==> src/seu_pkg.sv <==
/*
 * Constants for the standard event status unit: bit positions, error
 * classes, reset values. Assumes nothing of its surroundings.
 */
package seu_pkg;
	localparam int EVT_W = 8;
	localparam logic [7:0] MASK_RESET = 8'h00;
	localparam logic [7:0] LATCH_RESET = 8'h00;
	localparam int BIT_OPC = 0;
	localparam int BIT_QUE = 2;
	localparam int BIT_DDE = 3;
	localparam int BIT_EXE = 4;
	localparam int BIT_CME = 5;
	localparam int STB_SUMMARY_BIT = 5;
	// Error class = hundreds digit of the error code
	localparam logic [2:0] CLASS_CMD = 3'h1;
	localparam logic [2:0] CLASS_EXE = 3'h2;
	localparam logic [2:0] CLASS_DEV = 3'h3;
	localparam logic [2:0] CLASS_QRY = 3'h4;
	localparam int ERRQ_DEPTH = 8;
	localparam int ERRQ_CODE_W = 10;
endpackage : seu_pkg

==> src/seu_event_status.sv <==
/*
 * Standard event status unit: event latch, enable mask, summary bit,
 * error queue and clear-status handling. Assumes a command decoder that
 * issues one-cycle strobes synchronous to clk.
 */
`timescale 1ns/100ps

// How it works
// - The enable mask holds 0 to 255, the controller writes only that range, and it resets to 0.
// - A mask bit of 1 lets its event reach the summary and a 0 blocks it.
// - The summary is the OR of masked event bits and drives status byte bit 5.
// - A mask query returns the stored mask with the event bit weights.
// - An event query returns the whole latch and then clears it.
// - Command, execution, device, query error and operation complete sit at bits 5,4,3,2,0.
// - A 100-series error sets the command error bit.
// - A 200-series error sets the execution error bit.
// - A 300-series error sets the device error bit.
// - A readback error with its questionable bit set also sets the device error bit.
// - A 400-series error sets the query error bit.
// - Clear-status empties the error queue.
// - Clear-status returns operation-complete tracking to idle.
// - Clear-status clears event registers and status byte but keeps all masks.
// - Operation complete is set only after earlier work ends, without stalling later commands.
module seu_event_status #(
	parameter int QDEPTH = seu_pkg::ERRQ_DEPTH
) (
	input wire logic clk,
	input wire logic rst_n,
	input wire logic mask_wr,
	input wire logic [7:0] mask_wdata,
	input wire logic mask_rd,
	input wire logic latch_rd,
	input wire logic clear_status,
	input wire logic err_valid,
	input wire logic [seu_pkg::ERRQ_CODE_W-1:0] err_code,
	input wire logic readback_err,
	input wire logic questionable_set,
	input wire logic opc_cmd,
	input wire logic ops_pending,
	input wire logic oper_event,
	input wire logic ques_event,
	input wire logic errq_pop,
	output logic [7:0] rdata,
	output logic rvalid,
	output logic [7:0] status_byte_reg,
	output logic event_summary_bit,
	output logic [seu_pkg::ERRQ_CODE_W-1:0] errq_head,
	output logic errq_empty,
	output logic oper_event_q,
	output logic ques_event_q
);
	localparam int PW = $clog2(QDEPTH);

	// ------------------------------------------------------------
	// Error classification
	// ------------------------------------------------------------
	logic [2:0] err_class;
	logic [7:0] set_vec;
	logic opc_done;

	always_comb begin
		err_class = 3'h0;
		if (err_code >= 10'h064 && err_code < 10'h1F4) begin
			err_class = 3'(err_code / 10'h064);
		end
		set_vec = 8'h00;
		if (err_valid) begin
			set_vec[seu_pkg::BIT_CME] = (err_class == seu_pkg::CLASS_CMD);
			set_vec[seu_pkg::BIT_EXE] = (err_class == seu_pkg::CLASS_EXE);
			set_vec[seu_pkg::BIT_DDE] = (err_class == seu_pkg::CLASS_DEV);
			set_vec[seu_pkg::BIT_QUE] = (err_class == seu_pkg::CLASS_QRY);
		end
		if (readback_err && questionable_set) begin
			set_vec[seu_pkg::BIT_DDE] = 1'b1;
		end
		set_vec[seu_pkg::BIT_OPC] = opc_done;
	end

	// ------------------------------------------------------------
	// Operation-complete tracking
	// ------------------------------------------------------------
	seu_opc_tracker u_opc (
		.clk(clk),
		.rst_n(rst_n),
		.opc_cmd(opc_cmd),
		.ops_pending(ops_pending),
		.clear_status(clear_status),
		.opc_done(opc_done)
	);

	// ------------------------------------------------------------
	// Mask, summary and status byte
	// ------------------------------------------------------------
	logic [7:0] mask_q, mask_d;
	logic [7:0] latch_q, latch_d;
	logic summary_d;
	logic [7:0] stb_d;
	logic oper_d, ques_d;

	always_comb begin
		mask_d = mask_q;
		if (mask_wr) begin
			mask_d = mask_wdata;
		end
		summary_d = |(latch_d & mask_d);
		stb_d = 8'h00;
		stb_d[seu_pkg::STB_SUMMARY_BIT] = summary_d;
		oper_d = (oper_event_q && !clear_status) || oper_event;
		ques_d = (ques_event_q && !clear_status) || ques_event;
	end

	always_ff @(posedge clk or negedge rst_n) begin
		if (!rst_n) begin
			mask_q <= seu_pkg::MASK_RESET;
			latch_q <= seu_pkg::LATCH_RESET;
			event_summary_bit <= 1'b0;
			status_byte_reg <= 8'h00;
			oper_event_q <= 1'b0;
			ques_event_q <= 1'b0;
		end else begin
			mask_q <= mask_d;
			latch_q <= latch_d;
			event_summary_bit <= summary_d;
			status_byte_reg <= stb_d;
			oper_event_q <= oper_d;
			ques_event_q <= ques_d;
		end
	end

	// ------------------------------------------------------------
	// Event latch, one sticky slice per bit
	// ------------------------------------------------------------
	logic latch_wipe;

	assign latch_wipe = latch_rd || clear_status;

	for (genvar gi = 0; gi < seu_pkg::EVT_W; gi++) begin : g_latch
		// Set wins over a simultaneous read or clear
		assign latch_d[gi] = set_vec[gi] | (latch_wipe ? seu_pkg::LATCH_RESET[gi] : latch_q[gi]);
	end

	// ------------------------------------------------------------
	// Query answer
	// ------------------------------------------------------------
	logic [7:0] rdata_d;
	logic rvalid_d;

	always_comb begin
		rdata_d = rdata;
		rvalid_d = 1'b0;
		if (latch_rd) begin
			rdata_d = latch_q;
			rvalid_d = 1'b1;
		end else if (mask_rd) begin
			rdata_d = mask_q;
			rvalid_d = 1'b1;
		end
	end

	always_ff @(posedge clk or negedge rst_n) begin
		if (!rst_n) begin
			rdata <= 8'h00;
			rvalid <= 1'b0;
		end else begin
			rdata <= rdata_d;
			rvalid <= rvalid_d;
		end
	end

	// ------------------------------------------------------------
	// Error queue
	// ------------------------------------------------------------
	logic [seu_pkg::ERRQ_CODE_W-1:0] q_mem [QDEPTH];
	logic [PW-1:0] wp_q, wp_d, rp_q, rp_d;
	logic [PW:0] cnt_q, cnt_d;
	logic push, pop;
	logic [seu_pkg::ERRQ_CODE_W-1:0] head_d;
	logic empty_d;

	always_comb begin
		push = err_valid && (cnt_q != (PW+1)'(QDEPTH)) && !clear_status;
		pop = errq_pop && (cnt_q != '0) && !clear_status;
		wp_d = wp_q;
		rp_d = rp_q;
		cnt_d = cnt_q;
		if (clear_status) begin
			wp_d = '0;
			rp_d = '0;
			cnt_d = '0;
		end else begin
			if (push) begin
				wp_d = (wp_q == PW'(QDEPTH-1)) ? '0 : wp_q + 1'b1;
			end
			if (pop) begin
				rp_d = (rp_q == PW'(QDEPTH-1)) ? '0 : rp_q + 1'b1;
			end
			cnt_d = cnt_q + (PW+1)'(push) - (PW+1)'(pop);
		end
		empty_d = (cnt_d == '0);
		head_d = '0;
		if (!empty_d) begin
			if (push && rp_d == wp_q) begin
				// Entry is being written this cycle: bypass the array
				head_d = err_code;
			end else begin
				head_d = q_mem[rp_d];
			end
		end
	end

	always_ff @(posedge clk) begin
		if (push) begin
			q_mem[wp_q] <= err_code;
		end
	end

	always_ff @(posedge clk or negedge rst_n) begin
		if (!rst_n) begin
			wp_q <= '0;
			rp_q <= '0;
			cnt_q <= '0;
			errq_head <= '0;
			errq_empty <= 1'b1;
		end else begin
			wp_q <= wp_d;
			rp_q <= rp_d;
			cnt_q <= cnt_d;
			errq_head <= head_d;
			errq_empty <= empty_d;
		end
	end
endmodule : seu_event_status

==> src/seu_opc_tracker.sv <==
/*
 * Operation-complete tracker: arms on the operation-complete command and
 * fires once nothing is pending. Assumes a pending level from the executor.
 */
`timescale 1ns/100ps
module seu_opc_tracker (
	input wire logic clk,
	input wire logic rst_n,
	input wire logic opc_cmd,
	input wire logic ops_pending,
	input wire logic clear_status,
	output logic opc_done
);
	typedef enum logic {SEU_OPC_IDLE, SEU_OPC_WAIT} seu_opc_state_t;
	seu_opc_state_t state_q, state_d;
	logic done_d;

	always_comb begin
		state_d = state_q;
		done_d = 1'b0;
		unique case (state_q)
			SEU_OPC_IDLE: begin
				if (opc_cmd) begin
					state_d = SEU_OPC_WAIT;
				end
			end
			SEU_OPC_WAIT: begin
				if (!ops_pending) begin
					done_d = 1'b1;
					state_d = SEU_OPC_IDLE;
				end
			end
		endcase
		if (clear_status) begin
			state_d = SEU_OPC_IDLE;
			done_d = 1'b0;
		end
	end

	always_ff @(posedge clk or negedge rst_n) begin
		if (!rst_n) begin
			state_q <= SEU_OPC_IDLE;
			opc_done <= 1'b0;
		end else begin
			state_q <= state_d;
			opc_done <= done_d;
		end
	end
endmodule : seu_opc_tracker

==> config.mk <==
export PLATFORM = sky130hd
export DESIGN_NAME = seu_event_status
export DESIGN_NICKNAME = d
export VERILOG_FILES = /design/src/seu_pkg.sv /design/src/seu_event_status.sv /design/src/seu_opc_tracker.sv
export SDC_FILE = /design/constraint.sdc
export NUM_CORES = 1
export LEC_CHECK = 0
export BUFFER_PORTS_ARGS = -buffer_cell sky130_fd_sc_hd__buf_4
export CAP_MARGIN = 30
export CORE_MARGIN = 2
export CORE_UTILIZATION = 54
export CTS_BUF_LIST = sky130_fd_sc_hd__clkbuf_4 sky130_fd_sc_hd__clkbuf_8
export DETAILED_ROUTE_END_ITERATION = 8
export PLACE_DENSITY = 0.75
export SYNTH_ARGS = -nofsm -noshare
export SYNTH_HDL_FRONTEND = slang
export SYNTH_SLANG_ARGS = --single-unit
==> constraint.sdc <==
create_clock -name clk -period 6.9 [get_ports clk]
set_input_delay 0 -clock clk [delete_from_list [all_inputs] [get_ports clk]]
set_output_delay 0 -clock clk [all_outputs]
set_load 0.01 [all_outputs]
==> run_results.csv, run 1 <==
group,metric,value,unit
power_and_ir_drop,p_clk_share,30.8,%
yosys,synth-seq-cells,131,
hold_path,hold_depth,4,
clock_tree,clock-root-buffer,"clkbuf_8",
sta,timing.setup.tns,0,ns
cells_and_area,reg_top3,"q_mem: 80 flops, errq_head: 10 flops",
global_routing,grt_antenna_before_repair,0,
placement,place_area,0.00672,mm^2
hold_path,hp-class,"input pin to flop",
global_routing,grt_overflow,0,
power_and_ir_drop,pwr-share-comb,26.3,%
sta,hold_viol,0,
worst_setup_path,cp_top_family,"compound AO/OA/AOI/OAI gates",
routing,wl,13.2,mm
power_and_ir_drop,pwr_density_cell,292,mW/mm^2
routing,post_drt_via_cell_ratio,5.76,
yosys,synth_edf_count,80,
sta,rsz0062_at_grt,"false",
routing,drt-pass1-iter-count,5,
worst_setup_path,worstReg2RegStart,"cnt_q[2]",
yosys,yosysWarnings,0,
placement,io_buffer_count,55,
cells_and_area,regMostFlops,"q_mem",
global_routing,grt_pass1_vias,4200,
global_routing,grt.total_usage,22.6,%
worst_setup_path,worst-r2r-cell-count,9,
yosys,post_synth_num_cell_types,70,
clock_tree,clk_pin_slew_worst_paths,0.07,ns
clock_tree,clk_latency,0.44,ns
power_and_ir_drop,ir_drop,0.000214,V
die,coreArea,0.0110,mm^2
hold_path,worstHoldStart,"err_valid",
yosys,ys_seq_area_share,59.9,%
sta,fmax,296,MHz
placement,globalplace.congestion,0.854,
yosys,syn_area,0.00614,mm^2
clock_tree,cts_setup_buffers,0,
clock_tree,clock-sinks,131,
global_routing,grt_pass1_wl,21.7,mm
sta,worst_pin_slew,0.992,ns
sta,hold_slack,0.0908,ns
clock_tree,h-tree-depth,4,
worst_setup_path,path_max_fanout,21,
cells_and_area,fin_area,0.00754,mm^2
power_and_ir_drop,switching_share,29.5,%
worst_setup_path,cp_slowest_cell,"dlygate4sd3_1",
cells_and_area,n_antenna_cell,0,
cells_and_area,fillCellCount,718,
sta,setup_viol,0,
die,die-height,111,um
cells_and_area,final_layout_size_suffix_gt1_share,24.6,%
clock_tree,cts_tree,"done",
die,die_w,111,um
sta,min_period,3.38,ns
die,rows,38,
die,initial_core_util,55.9,%
routing,wire_per_inst,18.7,um
worst_setup_path,worstPathRequired,7.21,ns
worst_setup_path,cp-start-kind,"input pin",
placement,dp_hpwl,8.34,mm
yosys,syn-instance-count,452,
die,ios,63,
power_and_ir_drop,p_seq_share,42.9,%
routing,ant_nets,0,
clock_tree,numCtsBuffers,17,
routing,drt-initial-drc-count,338,
worst_setup_path,path_class,"input pin to flop",
run,cap_violations,0,
sta,drv_slew,0,
power_and_ir_drop,p_leak,2.96,nW
routing,drcViolationCount,0,
sta,skew,0.0143,ns
sta,slew_headroom,33.5,%
global_routing,grt_start_max_net_pins,52,
yosys,postSynth.asyncResetShare,38.9,%
placement,pre_cts_slack,3.61,ns
routing,vias,4061,
worst_setup_path,reg2reg_slack,3.61,ns
clock_tree,ctsLongestPathBuffers,2,
cells_and_area,largest_register_ffs,80,
worst_setup_path,cp-end-kind,"flop",
cells_and_area,syn2layout_area_growth,22.8,%
cells_and_area,final_nets,596,
worst_setup_path,max_stage_delay,0.54,ns
yosys,avgSynthCellArea,13.6,um^2
worst_setup_path,worstPathCellList,"dlygate4sd3_1, buf_4, inv_1, ha_1, or3_1, a21oi_1, a2bb2oi_1, nor2_2, a211oi_4, mux2_1, o311a_1, a211o_1",
sta,final.setup.worst_slack,3.52,ns
power_and_ir_drop,switchingPower,650,uW
yosys,ys.flop_type,"edfxtp_1",
sta,finalCritPeriodShare,49.0,%
worst_setup_path,crit_buf_inv,3,
die,die-area,0.0122,mm^2
worst_setup_path,rr_endpoint,"errq_head[5]",
outcome,status,"finished clean",
worst_setup_path,arrival,3.70,ns
hold_path,min_to,"wp_q[1]",
power_and_ir_drop,power.internal,1.55,mW
power by group through the flow:
stage          combinational [mW]  clock, mW  sequential, mW
3_5_place_dp                0.552          0           0.962
4_1_cts                     0.577      0.688           0.945
5_1_grt                     0.633      0.719           0.951
3_3_place_gp                0.522          0           0.960
2_1_floorplan               0.356          0           0.968
6_report                    0.579      0.677           0.945
cells in the mapped netlist, types with 2 or more instances:
master	n	area, um^2
a21o_2	2	17.5
edfxtp_1	80	2400
o21a_1	4	30.0
or2_2	2	12.5
clkbuf_1	15	56.3
a222oi_1	2	20.0
a21oi_1	6	30.0
buf_2	6	30.0
nor2_1	38	143
nand2_1	28	105
o311a_2	2	22.5
nand3_1	4	20.0
mux2i_1	53	531
nand4_1	2	12.5
nor4bb_1	2	20.0
nor4b_1	2	17.5
a21o_1	5	37.5
a22o_1	2	17.5
nand2b_1	3	18.8
a22oi_1	2	15.0
a211oi_1	13	97.6
buf_4	8	60.1
ha_1	11	138
mux4_2	10	225
o31ai_1	3	22.5
o22ai_1	2	12.5
or3_1	5	31.3
nor3_1	9	45.0
nor2b_1	2	12.5
inv_1	10	37.5
xnor2_1	6	52.6
dfrtp_1	50	1250
and2_1	7	43.8
mux2_2	8	90.1
o21ai_0	12	60.1
a211o_1	2	17.5
area by class of cell:
class	instances	area, um^2	area share [%]
clock buffers	18	241	3.20
clock inverters	14	180	2.39
inverters	10	37.5	0.498
multi-input cells	287	2320	30.8
flip-flops and latches	131	3680	48.8
well taps	140	175	2.32
repair buffers	105	905	12.0
how the worst max path moves through the flow:
stage,depth (start not counted),to,slack (ns),start
after floorplan,12,status_byte_reg[5],3.86,err_code[6]
after global placement,14,errq_head[3],3.68,cnt_q[2]
after detailed placement,10,errq_head[1],3.61,cnt_q[2]
after CTS,10,errq_head[2],3.57,cnt_q[2]
after global routing,9,errq_head[9],3.33,cnt_q[2]
final,12,status_byte_reg[5],3.52,err_code[6]
cells by family (layout without fill, tap and decap cells):
kind of cell | Yosys count | in the layout | synth area share, %
flip-flops | 131 | 131 | 59.9
AND/OR/NAND/NOR | 113 | 113 | 9.56
AO/OA/AOI/OAI | 76 | 76 | 9.84
multiplexers | 72 | 72 | 14.0
buffers and inverters | 40 | 147 | 3.08
adder cells (fa/ha/maj) | 12 | 12 | 2.57
XOR/XNOR | 7 | 7 | 0.999
other | 1 | 7 | 0.0611
worst register-to-register path: stages (launching register included):
cell and delay, ns:
dfrtp_1 0.32, inv_1 0.07, ha_1 0.19, a21bo_2 0.23, or3_1 0.36, a21oi_4 0.13, buf_4 0.58, xnor2_1 0.21
nand4_1 0.65, a211oi_1 0.46
metrics by stage:
stage / utilization, % / total power, mW / std cells
3_3_place_gp: 60.7 / 1.48 / 628
2_1_floorplan: - / 1.32 / 458
3_5_place_dp: 61.2 / 1.51 / 633
6_report: 68.6 / 2.20 / 705
4_1_cts: 68.5 / 2.21 / 704
5_1_grt: 68.6 / 2.30 / 705
cell usage in the layout (no fill, tap or decap), types with 4 or more instances in the layout:
cell	synthesis	routed
a211oi_1	13	13
a21o_1	5	5
a21oi_1	6	5
and2_1	7	7
buf_4	8	61
buf_6	0	5
clkbuf_8	0	17
conb_1	1	7
dfrtp_1	50	50
dlygate4sd3_1	0	39
edfxtp_1	80	80
ha_1	11	11
inv_1	10	10
mux2_2	8	8
mux2i_1	53	53
mux4_2	10	10
nand2_1	28	28
nand3_1	4	4
nor2_1	38	38
nor3_1	9	7
o21a_1	4	4
o21ai_0	12	12
or3_1	5	5
xnor2_1	6	6
what timing repair did:
action / CTS / global route
endpoints found under the hold margin: 170 / 0
hold buffers: 39 / 0
gates resized for setup: 0 / 0
routing by layer:
layer / up-vias / track usage [%] / routed length (um)
met3: 27 / 4.12 / 552
met4: 0 / 10.2 / 325
met2: 124 / 36.7 / 6330
li1: 1887 / - / -
met1: 2023 / 30.0 / 5980
met5: - / 0 / 0
Note: power is estimated with default switching activity, not from simulation.
==> run 2: changes to the inputs <==
Settings changed: PLACE_DENSITY 0.75 to 0.78.
Clock period 6.9 ns to 2.7 ns, I/O delays scaled along.
==> run_results.csv, run 2 (same netlist as run 1, synthesis figures left out) <==
group,metric,value,unit
worst_setup_path,path_class,"flop to flop",
routing,wl,14.7,mm
clock_tree,clk_pin_slew_worst_paths,0.07,ns
worst_setup_path,max_stage_delay,0.40,ns
worst_setup_path,worst-r2r-cell-count,14,
cells_and_area,register_area,0.00368,mm^2
sta,fmax,375,MHz
clock_tree,clock-sinks,131,
cells_and_area,regMostFlops,"q_mem",
routing,vias,4397,
placement,dp_hpwl,8.80,mm
power_and_ir_drop,p_seq_share,40.3,%
die,coreArea,0.0110,mm^2
cells_and_area,n_antenna_cell,0,
power_and_ir_drop,pwr_density_cell,727,mW/mm^2
sta,hold_viol,0,
placement,globalplace.congestion,0.884,
sta,worst_pin_slew,0.689,ns
global_routing,grt_pass1_vias,4480,
cells_and_area,final_layout_size_suffix_gt1_share,38.1,%
sta,drv_slew,0,
clock_tree,numCtsBuffers,17,
sta,slew_headroom,54.1,%
routing,drcViolationCount,0,
cells_and_area,final_nets,650,
sta,timing.setup.tns,0,ns
cells_and_area,final_common_cell,"buf_4",
run,cap_violations,0,
cells_and_area,multi_input_area,0.00260,mm^2
worst_setup_path,worstReg2RegStart,"cnt_q[3]",
die,die-area,0.0122,mm^2
clock_tree,ctsLongestPathBuffers,2,
routing,drt-initial-drc-count,453,
worst_setup_path,path_max_fanout,4,
global_routing,grt.total_usage,23.6,%
routing,post_drt_via_cell_ratio,5.79,
worst_setup_path,cp-start-kind,"flop",
hold_path,hold_depth,4,
global_routing,grt_start_max_net_pins,52,
power_and_ir_drop,power.internal,4.09,mW
hold_path,worstHoldStart,"questionable_set",
worst_setup_path,cp_top_family,"adder cells",
routing,ant_nets,0,
routing,drt-pass1-iter-count,5,
sta,min_period,2.66,ns
sta,rsz0062_at_grt,"true",
die,initial_core_util,55.9,%
worst_setup_path,worstPathCellList,"buf_6, ha_4, nand2_4, nand2_4, nor2_4, inv_2, ha_4, inv_2, ha_4, fa_2, nor2b_4, nor4_4, buf_4, a211oi_2",
power_and_ir_drop,ir_drop,0.000652,V
die,ios,63,
power_and_ir_drop,p_leak,3.27,nW
cells_and_area,syn2layout_area_growth,34.2,%
die,die_w,111,um
cells_and_area,fillCellCount,650,
hold_path,hp-class,"input pin to flop",
worst_setup_path,cp-end-kind,"flop",
sta,hold_slack,0.0750,ns
sta,skew,0.0116,ns
worst_setup_path,worstSetupStartpoint,"cnt_q[3]",
die,die-height,111,um
power_and_ir_drop,switchingPower,1.90,mW
clock_tree,clk_latency,0.43,ns
worst_setup_path,worstPathRequired,3.00,ns
sta,finalCritPeriodShare,98.6,%
global_routing,grt_pass1_wl,22.7,mm
worst_setup_path,arrival,2.96,ns
worst_setup_path,crit_buf_inv,4,
cells_and_area,reg_top3,"q_mem: 80 flops, errq_head: 10 flops",
placement,io_buffer_count,55,
worst_setup_path,path_common_cell,"ha_4",
global_routing,grt_antenna_before_repair,0,
power_and_ir_drop,pwr-share-comb,35.0,%
power_and_ir_drop,p_clk_share,24.7,%
cells_and_area,largest_register_ffs,80,
global_routing,grt_overflow,0,
cells_and_area,final_cell_mix,"107 x buf_4, 80 x edfxtp_1, 53 x mux2i_1",
power_and_ir_drop,switching_share,31.7,%
sta,setup_viol,0,
clock_tree,h-tree-depth,4,
die,rows,38,
clock_tree,clock-root-buffer,"clkbuf_8",
clock_tree,cts_tree,"done",
routing,wire_per_inst,19.3,um
worst_setup_path,path_depth,14,
worst_setup_path,cp_slowest_cell,"dfrtp_1",
outcome,status,"finished clean",
-- run 2: layout make-up --
| class | instances | share of cell area [%] |
|---|---|---|
| Multi-Input combinational cell | 287 | 31.5 |
| Clock inverter | 13 | 1.23 |
| Tap cell | 140 | 2.13 |
| Timing Repair Buffer | 159 | 16.9 |
| Clock buffer | 19 | 3.10 |
| Sequential cell | 131 | 44.7 |
| Inverter | 10 | 0.456 |
-- run 2: routing by layer --
metal | global-route usage, % | vias to the layer above | part of all wire (%)
met2 | 39.1 | 180 | 50
met4 | 7.08 | 0 | 1.8
met3 | 4.61 | 24 | 6.3
li1 | - | 2001 | -
met1 | 31.8 | 2192 | 42
met5 | 0 | - | 0
-- run 2: path summary, 6_finish.rpt --
kind | to | slack (ns)
max reg2reg | errq_head[3] | 0.04
min | latch_q[3] | 0.07
max in group asynchronous | errq_head[8] | 2.08
min reg2reg | latch_q[0] | 0.49
max | errq_head[3] | 0.04
min in group asynchronous | rdata[7] | 0.15
-- run 2: worst reg2reg max path, cell delays in order (launching register included) --
cell	delay (ns)
dfrtp_1	0.40
buf_6	0.13
ha_4	0.15
nand2_4	0.07
nand2_4	0.06
nor2_4	0.10
inv_2	0.06
ha_4	0.26
inv_2	0.04
ha_4	0.15
fa_2	0.40
nor2b_4	0.15
nor4_4	0.30
buf_4	0.22
a211oi_2	0.06
-- run 2: power groups by stage --
stage	registers, mW	logic, mW	clock network [mW]
final	2.41	2.10	1.48
after CTS	2.41	1.76	1.50
after floorplan	2.47	0.933	0
after detailed placement	2.44	1.59	0
after global routing	2.43	2.25	1.60
after global placement	2.44	1.54	0
-- run 2: per-stage QoR --
step                      util (%)  cells  area, um^2  setup slack [ns]  total power, mW
after floorplan                  -    458        6210            0.0181             3.41
after global placement        64.1    673        7040           -0.0122             3.98
after detailed placement      64.2    674        7050           -0.0780             4.03
after CTS                     72.1    755        7920           0.00169             5.67
after global routing          75.0    759        8240           -0.0431             6.28
final                         75.0    759        8240            0.0367             5.99
-- run 2: what timing repair did --
item / in CTS / in global routing
buffers inserted: 10 / 4
pin swaps: 6 / 21
hold buffers: 39 / 0
gates cloned: 0 / 2
endpoints found under the hold margin: 162 / 0
setup endpoints to repair: 10 / 54
resized for setup: 11 / 58
